File: src/design/slave_serial_config_load_map.svh
// Purpose: Constants for the slave serial configuration loader.
// Assumes: A system clock of 25 MHz samples every configuration pin.
// Notes: Timing counts derive from times and the clock rate.
`ifndef SLAVE_SERIAL_CONFIG_LOAD_MAP_SVH
`define SLAVE_SERIAL_CONFIG_LOAD_MAP_SVH

// ****************************************************************
// Clock and timing
// ****************************************************************
`define SSC_SYS_CLK_MHZ 25
`define SSC_INIT_OSC_NS 2000
`define SSC_INIT_OSC_CYC ((`SSC_INIT_OSC_NS * `SSC_SYS_CLK_MHZ + 999) / 1000)

// ****************************************************************
// Bitstream layout
// ****************************************************************
`define SSC_LEN_BITS 24
`define SSC_LEN_RESET 24'h000000

// ****************************************************************
// Synchroniser lane positions
// ****************************************************************
`define SSC_PIN_COUNT 5
`define SSC_PIN_PROG 0
`define SSC_PIN_CLK 1
`define SSC_PIN_DIN 2
`define SSC_PIN_INIT 3
`define SSC_PIN_MODE 4
// The bit clock lane rests low, as the pin does between frames, so no false edge follows reset.
`define SSC_PIN_RESET 5'h1d

`endif

File: src/design/slave_serial_config_load_pkg.sv
// Purpose: Types shared by the slave serial configuration loader.
// Assumes: Nothing beyond the constants header.
// Notes: The state order follows the life of one configuration.
package slave_serial_config_load_pkg;

  typedef enum logic [3:0] {
    st_clear,
    st_init_hold,
    st_init,
    st_no_mode,
    st_load,
    st_wait_cycle_one,
    st_startup_cycle_one,
    st_startup_cycle_two,
    st_startup_cycle_three,
    st_user
  } cfg_state_t;

endpackage

File: src/design/slave_serial_config_load.sv
// Purpose: Slave serial configuration logic: clear, initialise, load, start up.
// Assumes: The program, bit clock, data, clear-done and mode pins are asynchronous to i_sys_clk and pass two flip-flops.
// Notes: The bit clock must stay well below half the system clock rate.
//
// Summary of operation
// Master waits 55 to 275 us after clear-done.
// Capture serial bit on bit clock rising edge.
// Pass-through output changes on bit clock falling edge.
// After own share, forward remaining bits downstream.
// Internal oscillator only runs during initialization.
// Four start-up cycles, each on a rising edge.
// Done in one, I/Os two, reset release three.
// Configuration ends and user mode starts in four.
// Master clocks all four start-up cycles.
// Start-up needs count match and memory full.
// Hold 24-bit header length count in register.
// Count rising edges from clear-done, compare length.
// Master gives length count plus four cycles.
// Missing done means error; done is reported.
// High-during-config stays high until I/Os active.
// Low-during-config stays low until I/Os active.
// Master keeps bit clock at most 10 MHz.
// Master may pause, resumes until done seen.
// Master may use clear-done as interrupt request.
// Repeat clear passes while program low, one more.
// Master holds program low at most 500 us.
// Sample mode pin after clear-done rises.
// Clear-done held low externally delays configuration.
// Master changes serial input only while clock low.
`timescale 1ns/1ps
`include "slave_serial_config_load_map.svh"
module slave_serial_config_load
  import slave_serial_config_load_pkg::*;
#(
  parameter int WORD_WIDTH = 8,
  parameter int MEM_DEPTH = 16,
  parameter int INIT_OSC_CYCLES = `SSC_INIT_OSC_CYC
) (
  input wire logic i_sys_clk, // System clock, 25 MHz.
  input wire logic i_nrst, // Asynchronous reset, active low.
  input wire logic i_program_n, // Program pin, low starts clearing.
  input wire logic i_config_bit_clock, // Bit clock driven by the master.
  input wire logic i_din, // Serial configuration data in.
  input wire logic i_mode, // Mode pin, high selects slave serial.
  input wire logic i_init_line, // Level of the open-drain clear-done line.
  input wire logic i_user_hdc, // User function of the high-during-config pin.
  input wire logic i_user_ldc_n, // User function of the low-during-config pin.
  input wire logic [$clog2(MEM_DEPTH)-1:0] i_cfg_raddr, // Memory read address.
  output logic o_dout, // Pass-through serial data out.
  output logic o_init_out, // Clear-done line output value.
  output logic o_init_oe, // Clear-done line driven while high.
  output logic o_done_out, // Done line output value.
  output logic o_done_oe, // Done line driven while high.
  output logic o_high_during_config, // High during configuration.
  output logic o_low_during_config_n, // Low during configuration.
  output logic o_global_set_reset_net, // Global set/reset held while high.
  output logic o_user_mode, // User operation has begun.
  output logic o_osc_active, // Internal oscillator running.
  output logic [WORD_WIDTH-1:0] o_cfg_rdata // Configuration memory word.
);

  localparam int AW = $clog2(MEM_DEPTH);
  localparam int OSC_W = $clog2(INIT_OSC_CYCLES + 1);
  localparam int WCW = $clog2(WORD_WIDTH + 1);

  // ****************************************************************
  // Parameter checks
  // ****************************************************************
  generate
    if (MEM_DEPTH < 2 || WORD_WIDTH < 2 || INIT_OSC_CYCLES < 1) begin : g_bad
      $error("slave_serial_config_load: unsupported parameter values");
    end
  endgenerate

  // ****************************************************************
  // Pin synchronisers
  // ****************************************************************
  logic [`SSC_PIN_COUNT-1:0] pins_raw;
  logic [`SSC_PIN_COUNT-1:0] pins_m_q;
  logic [`SSC_PIN_COUNT-1:0] pins_s_q;
  logic clk_prev_q;

  assign pins_raw[`SSC_PIN_PROG] = i_program_n;
  assign pins_raw[`SSC_PIN_CLK] = i_config_bit_clock;
  assign pins_raw[`SSC_PIN_DIN] = i_din;
  assign pins_raw[`SSC_PIN_INIT] = i_init_line;
  assign pins_raw[`SSC_PIN_MODE] = i_mode;

  genvar gi;
  generate
    for (gi = 0; gi < `SSC_PIN_COUNT; gi++) begin : g_sync
      always_ff @(posedge i_sys_clk or negedge i_nrst) begin
        if (!i_nrst) begin
          pins_m_q[gi] <= 1'(`SSC_PIN_RESET >> gi);
          pins_s_q[gi] <= 1'(`SSC_PIN_RESET >> gi);
        end else begin
          pins_m_q[gi] <= pins_raw[gi];
          pins_s_q[gi] <= pins_m_q[gi];
        end
      end
    end
  endgenerate

  always_ff @(posedge i_sys_clk or negedge i_nrst) begin
    if (!i_nrst) begin
      clk_prev_q <= 1'(`SSC_PIN_RESET >> `SSC_PIN_CLK);
    end else begin
      clk_prev_q <= pins_s_q[`SSC_PIN_CLK];
    end
  end

  wire program_n_s = pins_s_q[`SSC_PIN_PROG];
  wire din_s = pins_s_q[`SSC_PIN_DIN];
  wire init_line_s = pins_s_q[`SSC_PIN_INIT];
  wire mode_s = pins_s_q[`SSC_PIN_MODE];
  wire clk_rise = pins_s_q[`SSC_PIN_CLK] & ~clk_prev_q;
  wire clk_fall = ~pins_s_q[`SSC_PIN_CLK] & clk_prev_q;

  // ****************************************************************
  // State and datapath registers
  // ****************************************************************
  cfg_state_t state_q, state_d;
  logic last_pass_q, last_pass_d;
  logic [AW-1:0] addr_q, addr_d;
  logic [OSC_W-1:0] osc_q, osc_d;
  logic [`SSC_LEN_BITS-1:0] len_q, len_d;
  logic [`SSC_LEN_BITS-1:0] bit_cnt_q, bit_cnt_d;
  logic [`SSC_LEN_BITS-1:0] hdr_cnt_q, hdr_cnt_d;
  logic [WORD_WIDTH-1:0] word_q, word_d;
  logic [WCW-1:0] word_cnt_q, word_cnt_d;
  logic mem_full_q, mem_full_d;
  logic last_bit_q, last_bit_d;
  logic dout_q, dout_d;
  logic hdc_q, ldc_n_q;

  function automatic logic is_loading(input cfg_state_t s);
    return s inside {st_load, st_wait_cycle_one, st_startup_cycle_one,
                     st_startup_cycle_two, st_startup_cycle_three};
  endfunction

  wire in_clear = (state_q == st_clear);
  wire pass_end = (addr_q == AW'(MEM_DEPTH - 1));
  wire hdr_done = (hdr_cnt_q == `SSC_LEN_BITS'(`SSC_LEN_BITS));
  wire start_ok = hdr_done && (bit_cnt_q == len_q) && mem_full_q;
  wire take_bit = clk_rise && (state_q == st_load);
  wire data_bit = take_bit && hdr_done && !mem_full_q;
  wire word_end = data_bit && (word_cnt_q == WCW'(WORD_WIDTH - 1));
  wire [WORD_WIDTH-1:0] word_next = {word_q[WORD_WIDTH-2:0], din_s};

  wire io_active = state_q inside {st_startup_cycle_two, st_startup_cycle_three, st_user};
  wire done_high = io_active || (state_q == st_startup_cycle_one);

  // ****************************************************************
  // Sequencer
  // ****************************************************************
  always_comb begin
    state_d = state_q;
    last_pass_d = last_pass_q;
    addr_d = addr_q;
    osc_d = osc_q;
    case (state_q)
      st_clear: begin
        addr_d = addr_q + AW'(1);
        if (pass_end) begin
          addr_d = '0;
          if (last_pass_q) begin
            state_d = st_init_hold;
          end else begin
            last_pass_d = program_n_s;
          end
        end
      end
      st_init_hold: begin
        if (init_line_s) begin
          state_d = st_init;
          osc_d = '0;
        end
      end
      st_init: begin
        osc_d = osc_q + OSC_W'(1);
        if (osc_q == OSC_W'(INIT_OSC_CYCLES - 1)) begin
          state_d = mode_s ? st_load : st_no_mode;
        end
      end
      st_no_mode: begin
        state_d = st_no_mode;
      end
      st_load: begin
        if (start_ok) begin
          state_d = st_wait_cycle_one;
        end
        if (word_end) begin
          addr_d = addr_q + AW'(1);
        end
      end
      st_wait_cycle_one: begin
        if (clk_rise) begin
          state_d = st_startup_cycle_one;
        end
      end
      st_startup_cycle_one: begin
        if (clk_rise) begin
          state_d = st_startup_cycle_two;
        end
      end
      st_startup_cycle_two: begin
        if (clk_rise) begin
          state_d = st_startup_cycle_three;
        end
      end
      st_startup_cycle_three: begin
        if (clk_rise) begin
          state_d = st_user;
        end
      end
      st_user: begin
        state_d = st_user;
      end
      default: begin
        state_d = st_clear;
      end
    endcase
    if (!program_n_s) begin
      state_d = st_clear;
      last_pass_d = 1'b0;
      if (!in_clear) begin
        addr_d = '0;
      end
    end
  end

  // ****************************************************************
  // Bit capture, length count and pass-through
  // ****************************************************************
  always_comb begin
    len_d = len_q;
    bit_cnt_d = bit_cnt_q;
    hdr_cnt_d = hdr_cnt_q;
    word_d = word_q;
    word_cnt_d = word_cnt_q;
    mem_full_d = mem_full_q;
    last_bit_d = last_bit_q;
    dout_d = dout_q;
    if (in_clear || state_q == st_init_hold || state_q == st_init) begin
      len_d = `SSC_LEN_RESET;
      bit_cnt_d = '0;
      hdr_cnt_d = '0;
      word_cnt_d = '0;
      mem_full_d = 1'b0;
      last_bit_d = 1'b1;
      dout_d = 1'b1;
    end
    if (take_bit) begin
      last_bit_d = mem_full_q ? din_s : last_bit_q;
      bit_cnt_d = bit_cnt_q + `SSC_LEN_BITS'(1);
      if (!hdr_done) begin
        len_d = {len_q[`SSC_LEN_BITS-2:0], din_s};
        hdr_cnt_d = hdr_cnt_q + `SSC_LEN_BITS'(1);
      end
    end
    if (data_bit) begin
      word_d = word_next;
      word_cnt_d = word_end ? '0 : word_cnt_q + WCW'(1);
      if (word_end && pass_end) begin
        mem_full_d = 1'b1;
      end
    end
    if (clk_fall && mem_full_q && is_loading(state_q)) begin
      dout_d = last_bit_q;
    end
  end

  always_ff @(posedge i_sys_clk or negedge i_nrst) begin
    if (!i_nrst) begin
      state_q <= st_clear;
      last_pass_q <= 1'b0;
      addr_q <= '0;
      osc_q <= '0;
    end else begin
      state_q <= state_d;
      last_pass_q <= last_pass_d;
      addr_q <= addr_d;
      osc_q <= osc_d;
    end
  end

  always_ff @(posedge i_sys_clk or negedge i_nrst) begin
    if (!i_nrst) begin
      len_q <= `SSC_LEN_RESET;
      bit_cnt_q <= '0;
      hdr_cnt_q <= '0;
      word_q <= '0;
      word_cnt_q <= '0;
      mem_full_q <= 1'b0;
      last_bit_q <= 1'b1;
      dout_q <= 1'b1;
    end else begin
      len_q <= len_d;
      bit_cnt_q <= bit_cnt_d;
      hdr_cnt_q <= hdr_cnt_d;
      word_q <= word_d;
      word_cnt_q <= word_cnt_d;
      mem_full_q <= mem_full_d;
      last_bit_q <= last_bit_d;
      dout_q <= dout_d;
    end
  end

  // ****************************************************************
  // Configuration memory
  // ****************************************************************
  wire mem_we = in_clear || word_end;
  wire [WORD_WIDTH-1:0] mem_wdata = in_clear ? '0 : word_next;

  config_memory #(
    .WIDTH(WORD_WIDTH),
    .DEPTH(MEM_DEPTH),
    .AW(AW)
  ) u_mem (
    .i_sys_clk(i_sys_clk),
    .i_we(mem_we),
    .i_waddr(addr_q),
    .i_wdata(mem_wdata),
    .i_raddr(i_cfg_raddr),
    .o_rdata(o_cfg_rdata)
  );

  // ****************************************************************
  // Status pins
  // ****************************************************************
  always_ff @(posedge i_sys_clk or negedge i_nrst) begin
    if (!i_nrst) begin
      hdc_q <= 1'b1;
      ldc_n_q <= 1'b0;
    end else begin
      hdc_q <= io_active ? i_user_hdc : 1'b1;
      ldc_n_q <= io_active ? i_user_ldc_n : 1'b0;
    end
  end

  assign o_dout = dout_q;
  assign o_init_out = 1'b0;
  assign o_init_oe = in_clear || (state_q == st_no_mode);
  assign o_done_out = 1'b0;
  assign o_done_oe = !done_high;
  assign o_high_during_config = hdc_q;
  assign o_low_during_config_n = ldc_n_q;
  assign o_global_set_reset_net =
    !(state_q inside {st_startup_cycle_three, st_user});
  assign o_user_mode = (state_q == st_user);
  assign o_osc_active = (state_q == st_init);

endmodule

File: src/design/config_memory.sv
// Purpose: Configuration memory with one write port and one registered read port.
// Assumes: Writer and reader share the system clock.
// Notes: Clearing is done by the caller writing zero word by word.
`timescale 1ns/1ps
module config_memory #(
  parameter int WIDTH = 8,
  parameter int DEPTH = 16,
  parameter int AW = $clog2(DEPTH)
) (
  input wire logic i_sys_clk, // System clock.
  input wire logic i_we, // Write strobe.
  input wire logic [AW-1:0] i_waddr, // Write address.
  input wire logic [WIDTH-1:0] i_wdata, // Write data.
  input wire logic [AW-1:0] i_raddr, // Read address.
  output logic [WIDTH-1:0] o_rdata // Registered read data.
);

  logic [WIDTH-1:0] mem_q [DEPTH];

  // ****************************************************************
  // Storage
  // ****************************************************************
  always_ff @(posedge i_sys_clk) begin
    if (i_we) begin
      mem_q[i_waddr] <= i_wdata;
    end
    o_rdata <= mem_q[i_raddr];
  end

endmodule

File: config.mk
export PLATFORM = sky130hd
export DESIGN_NAME = slave_serial_config_load
export DESIGN_NICKNAME = d
export VERILOG_FILES = /design/src/design/slave_serial_config_load_pkg.sv /design/src/design/slave_serial_config_load.sv /design/src/design/config_memory.sv
export VERILOG_INCLUDE_DIRS = /design/src /design/src/design
export SDC_FILE = /design/constraint.sdc
export NUM_CORES = 1
export LEC_CHECK = 0
export ABC_AREA = 1
export BUFFER_PORTS_ARGS = -buffer_cell sky130_fd_sc_hd__buf_2
export CORE_ASPECT_RATIO = 1.75
export CORE_MARGIN = 10
export CORE_UTILIZATION = 55
export CTS_CLUSTER_SIZE = 28
export DETAILED_ROUTE_END_ITERATION = 10
export GPL_ROUTABILITY_DRIVEN = 0
export GPL_TIMING_DRIVEN = 0
export PLACE_DENSITY = 0.72
export REMOVE_ABC_BUFFERS = 1
export SLEW_MARGIN = 10
export SYNTH_ARGS = -nofsm -noshare
export SYNTH_HDL_FRONTEND = slang
export SYNTH_SLANG_ARGS = --single-unit
File: constraint.sdc
create_clock -name i_sys_clk -period 4 [get_ports i_sys_clk]
set_input_delay 0.2 -clock i_sys_clk [delete_from_list [all_inputs] [get_ports i_sys_clk]]
set_output_delay 0.2 -clock i_sys_clk [all_outputs]
set_load 0.02 [all_outputs]
==> out/qor.csv <==
metric,value,unit
viasPerCell,5.52,
die_h,212,um
synth_cell_types,45,
min_period_over_period,77.8,%
reg2reg_slack,0.89,ns
irDropWorstVdd,0.301,mV
clk_pin_slew_worst_paths,0.06,ns
synth_fa_ha_area_share,1.09,%
synth-simple-area-share,17.3,%
skew,0.0154,ns
synth_common_cells,"196 x nand2_1, 149 x inv_1, 128 x edfxtp_1",
pwr-share-comb,15.8,%
synth.area.mux_share,2.78,%
whs_path_depth,3,
synth_top_cell_by_area,edfxtp_1,
synth_compound_area_share,11.0,%
rsz0062_at_grt,no,
synth_area_leaders,"edfxtp_1 33%, dfrtp_1 22%, nand2_1 6.4%",
io_buffers,28,
io_pins,31,
synthesis.area,11500,sq um
firstDrtPassIters,5,
antenna_found_initial,0,
holdCritPathClass,input port to flop,
drv_slew,0,
switching_share,28.0,%
pwr-share-seq,48.4,%
start_kind,flop,
htreeDepth,1,
post-route-drc-count,0,
status,"finished, final reports clean",
synth_seq_area_share,59.6,%
timing.final.crit_period,3.11,ns
synth_top_area_share,33.3,%
crit_type,flop to flop,
synth-edff-count,128,
synth_flop_cell,edfxtp_1,
via_count,8168,
grt_max_degree,83,
dieWidth,129,um
hold_viol_final,0,
fmax,0.321,GHz
reg2reg_from,state_q[3],
post-dp-hpwl,17000,um
arrival,3.24,ns
synth_top_family_by_area,simple AND/OR/NAND/NOR gates,
ys_warn_count,0,
synthToLayoutAreaGrowth,10.3,%
wl,24400,um
holdPathEnd,u_mem.o_rdata[4],
switchingPower,0.00176,W
yosys.area_share.xor_xnor,1.44,%
synth.most_common_cell,nand2_1,
dieArea,27400,sq um
clock_path_buffers,3,
fin_area,12700,sq um
power.leakage,5.28,nW
initial_core_util,55.5,%
cts_setup_buffers,0,
critPathRequiredTime,4.13,ns
syn_area_per_cell,9.68,sq um
hold_start,i_cfg_raddr[3],
root_buffer,clkbuf_16,
cp_max_fo,12,
tns,0,ns
drive_above_1_share,7.97,%
slew_headroom,20.2,%
track_usage,18.1,%
rows,70,
wl_per_cell,16.5,um
p_int,0.00453,W
antenna_cells,0,
end_kind,flop,
clkPwrFrac,35.8,%
placed_area,11900,sq um
async_flop_share,45.6,%
r2r-end,u_mem.mem_q[8][4],
setup_violations,0,
coreArea,20800,sq um
first_global_vias,8231,
syn_inst,1191,
ys_seq_elements,250,
ctsHoldBuffers,8,
tightest_slew,1.19,ns
cts_made_buffers,23,
drtAntennaViolNets,0,
final_nets,1236,
insertion_delay,0.51,ns
maxCapViolations,0,
cellPowerDensity,495,nW/um^2
worstRegToRegCells,7,
grt_pass1_wl,39900,um
dr.first_iter.drc_count,450,
cts_resized,0,
overflow,0,
cts.sinks,250,
cts_tree,built,
[placed cells by master (no fill, tap or decap), types with 2 or more instances in the layout]
cell type,count
a211oi_1,6
a21oi_1,65
a22oi_1,2
a31oi_1,2
buf_16,2
buf_2,26
bufinv_16,3
clkbuf_1,5
clkbuf_16,23
clkbuf_8,4
clkinv_1,2
clkinv_2,2
conb_1,2
dfrtp_1,103
dfstp_2,11
dfxtp_1,8
dlygate4sd3_1,8
edfxtp_1,128
ha_1,10
inv_1,149
inv_2,7
mux2i_1,32
nand2_1,196
nand2_2,3
nand3_1,84
nand3_2,2
nand4_1,16
nor2_1,121
nor2_4,3
nor3_1,22
nor3b_1,2
o211ai_1,32
o21ai_0,97
o21ai_1,3
o21bai_1,2
o22ai_1,10
xnor2_1,2
xor2_1,17
[per-layer routing]
layer	global-route usage (%)	share of wire (%)
met4	9.38	4.6
met5	0	0
met3	2.23	3.0
met1	18.1	36
met2	34.9	56
[stage by stage]
| stage | hold slack, ns | worst slack [ns] | total power (W) | utilization (%) | instances |
|---|---|---|---|---|---|
| after global routing | 0.104 | 0.703 | 0.00658 | 61.3 | 1481 |
| after global placement | 0.306 | 0.915 | 0.00407 | 56.8 | 1430 |
| final | 0.0946 | 0.886 | 0.00630 | 61.3 | 1481 |
| after CTS | 0.0922 | 0.859 | 0.00634 | 61.3 | 1481 |
| after detailed placement | 0.114 | 0.874 | 0.00409 | 57.1 | 1432 |
| after floorplan | -0.0956 | 1.65 | 0.00373 | - | 1150 |
[final cells by class]
type / instances / area [sq um]
fillers: 1701 / 8040
inverters: 156 / 586
repair buffers: 38 / 284
multi-input cells: 744 / 3880
clock buffers: 32 / 649
clock inverters: 9 / 133
well taps: 252 / 315
flip-flops and latches: 250 / 6870
[power groups by stage]
stage          registers [W]  logic, W  clock network (W)
2_1_floorplan        0.00309  0.000640                  0
3_3_place_gp         0.00309  0.000977                  0
3_5_place_dp         0.00310  0.000993                  0
4_1_cts              0.00304   0.00100            0.00229
5_1_grt              0.00307   0.00111            0.00240
6_report             0.00304  0.000995            0.00226
[critical path, cell delays in order, from the launching register on]
cell     delay (ns)
dfrtp_1        0.41
nor2_1         0.34
inv_2          0.10
nor2_1         0.68
inv_1          0.25
nand2_2        0.18
nand2_1        0.15
nor2_1         0.62
[cell families after synthesis]
group                      after synthesis
other                                    1
and+or+nand+nor                        457
muxes                                   32
AOI/OAI and AO/OA                      224
DFF                                    250
xor gates and xnor gates                19
buffers and inverters                  198
adders and majority gates               10
[flip-flops by register name, indices dropped and copies added, names as in the netlist, 4 cells and up]
| signal | flops |
|---|---|
| u_mem.o_rdata | 8 |
| hdr_cnt_q | 24 |
| bit_cnt_q | 24 |
| osc_q | 6 |
| pins_m_q | 5 |
| state_q | 4 |
| len_q | 24 |
| word_cnt_q | 4 |
| u_mem.mem_q | 128 |
| word_q | 7 |
| addr_q | 4 |
[how the worst max path moves through the flow]
stage | slack [ns] | from | end
2_1_floorplan | 1.65 | state_q[3] | u_mem.mem_q[0][0]
3_3_place_gp | 0.92 | state_q[3] | u_mem.mem_q[5][6]
3_5_place_dp | 0.87 | state_q[3] | u_mem.mem_q[8][1]
4_1_cts | 0.86 | state_q[3] | u_mem.mem_q[8][4]
5_1_grt | 0.70 | state_q[3] | u_mem.mem_q[12][3]
6_report | 0.89 | state_q[3] | u_mem.mem_q[8][4]
No activity file was read; power rests on OpenSTA's default activity.
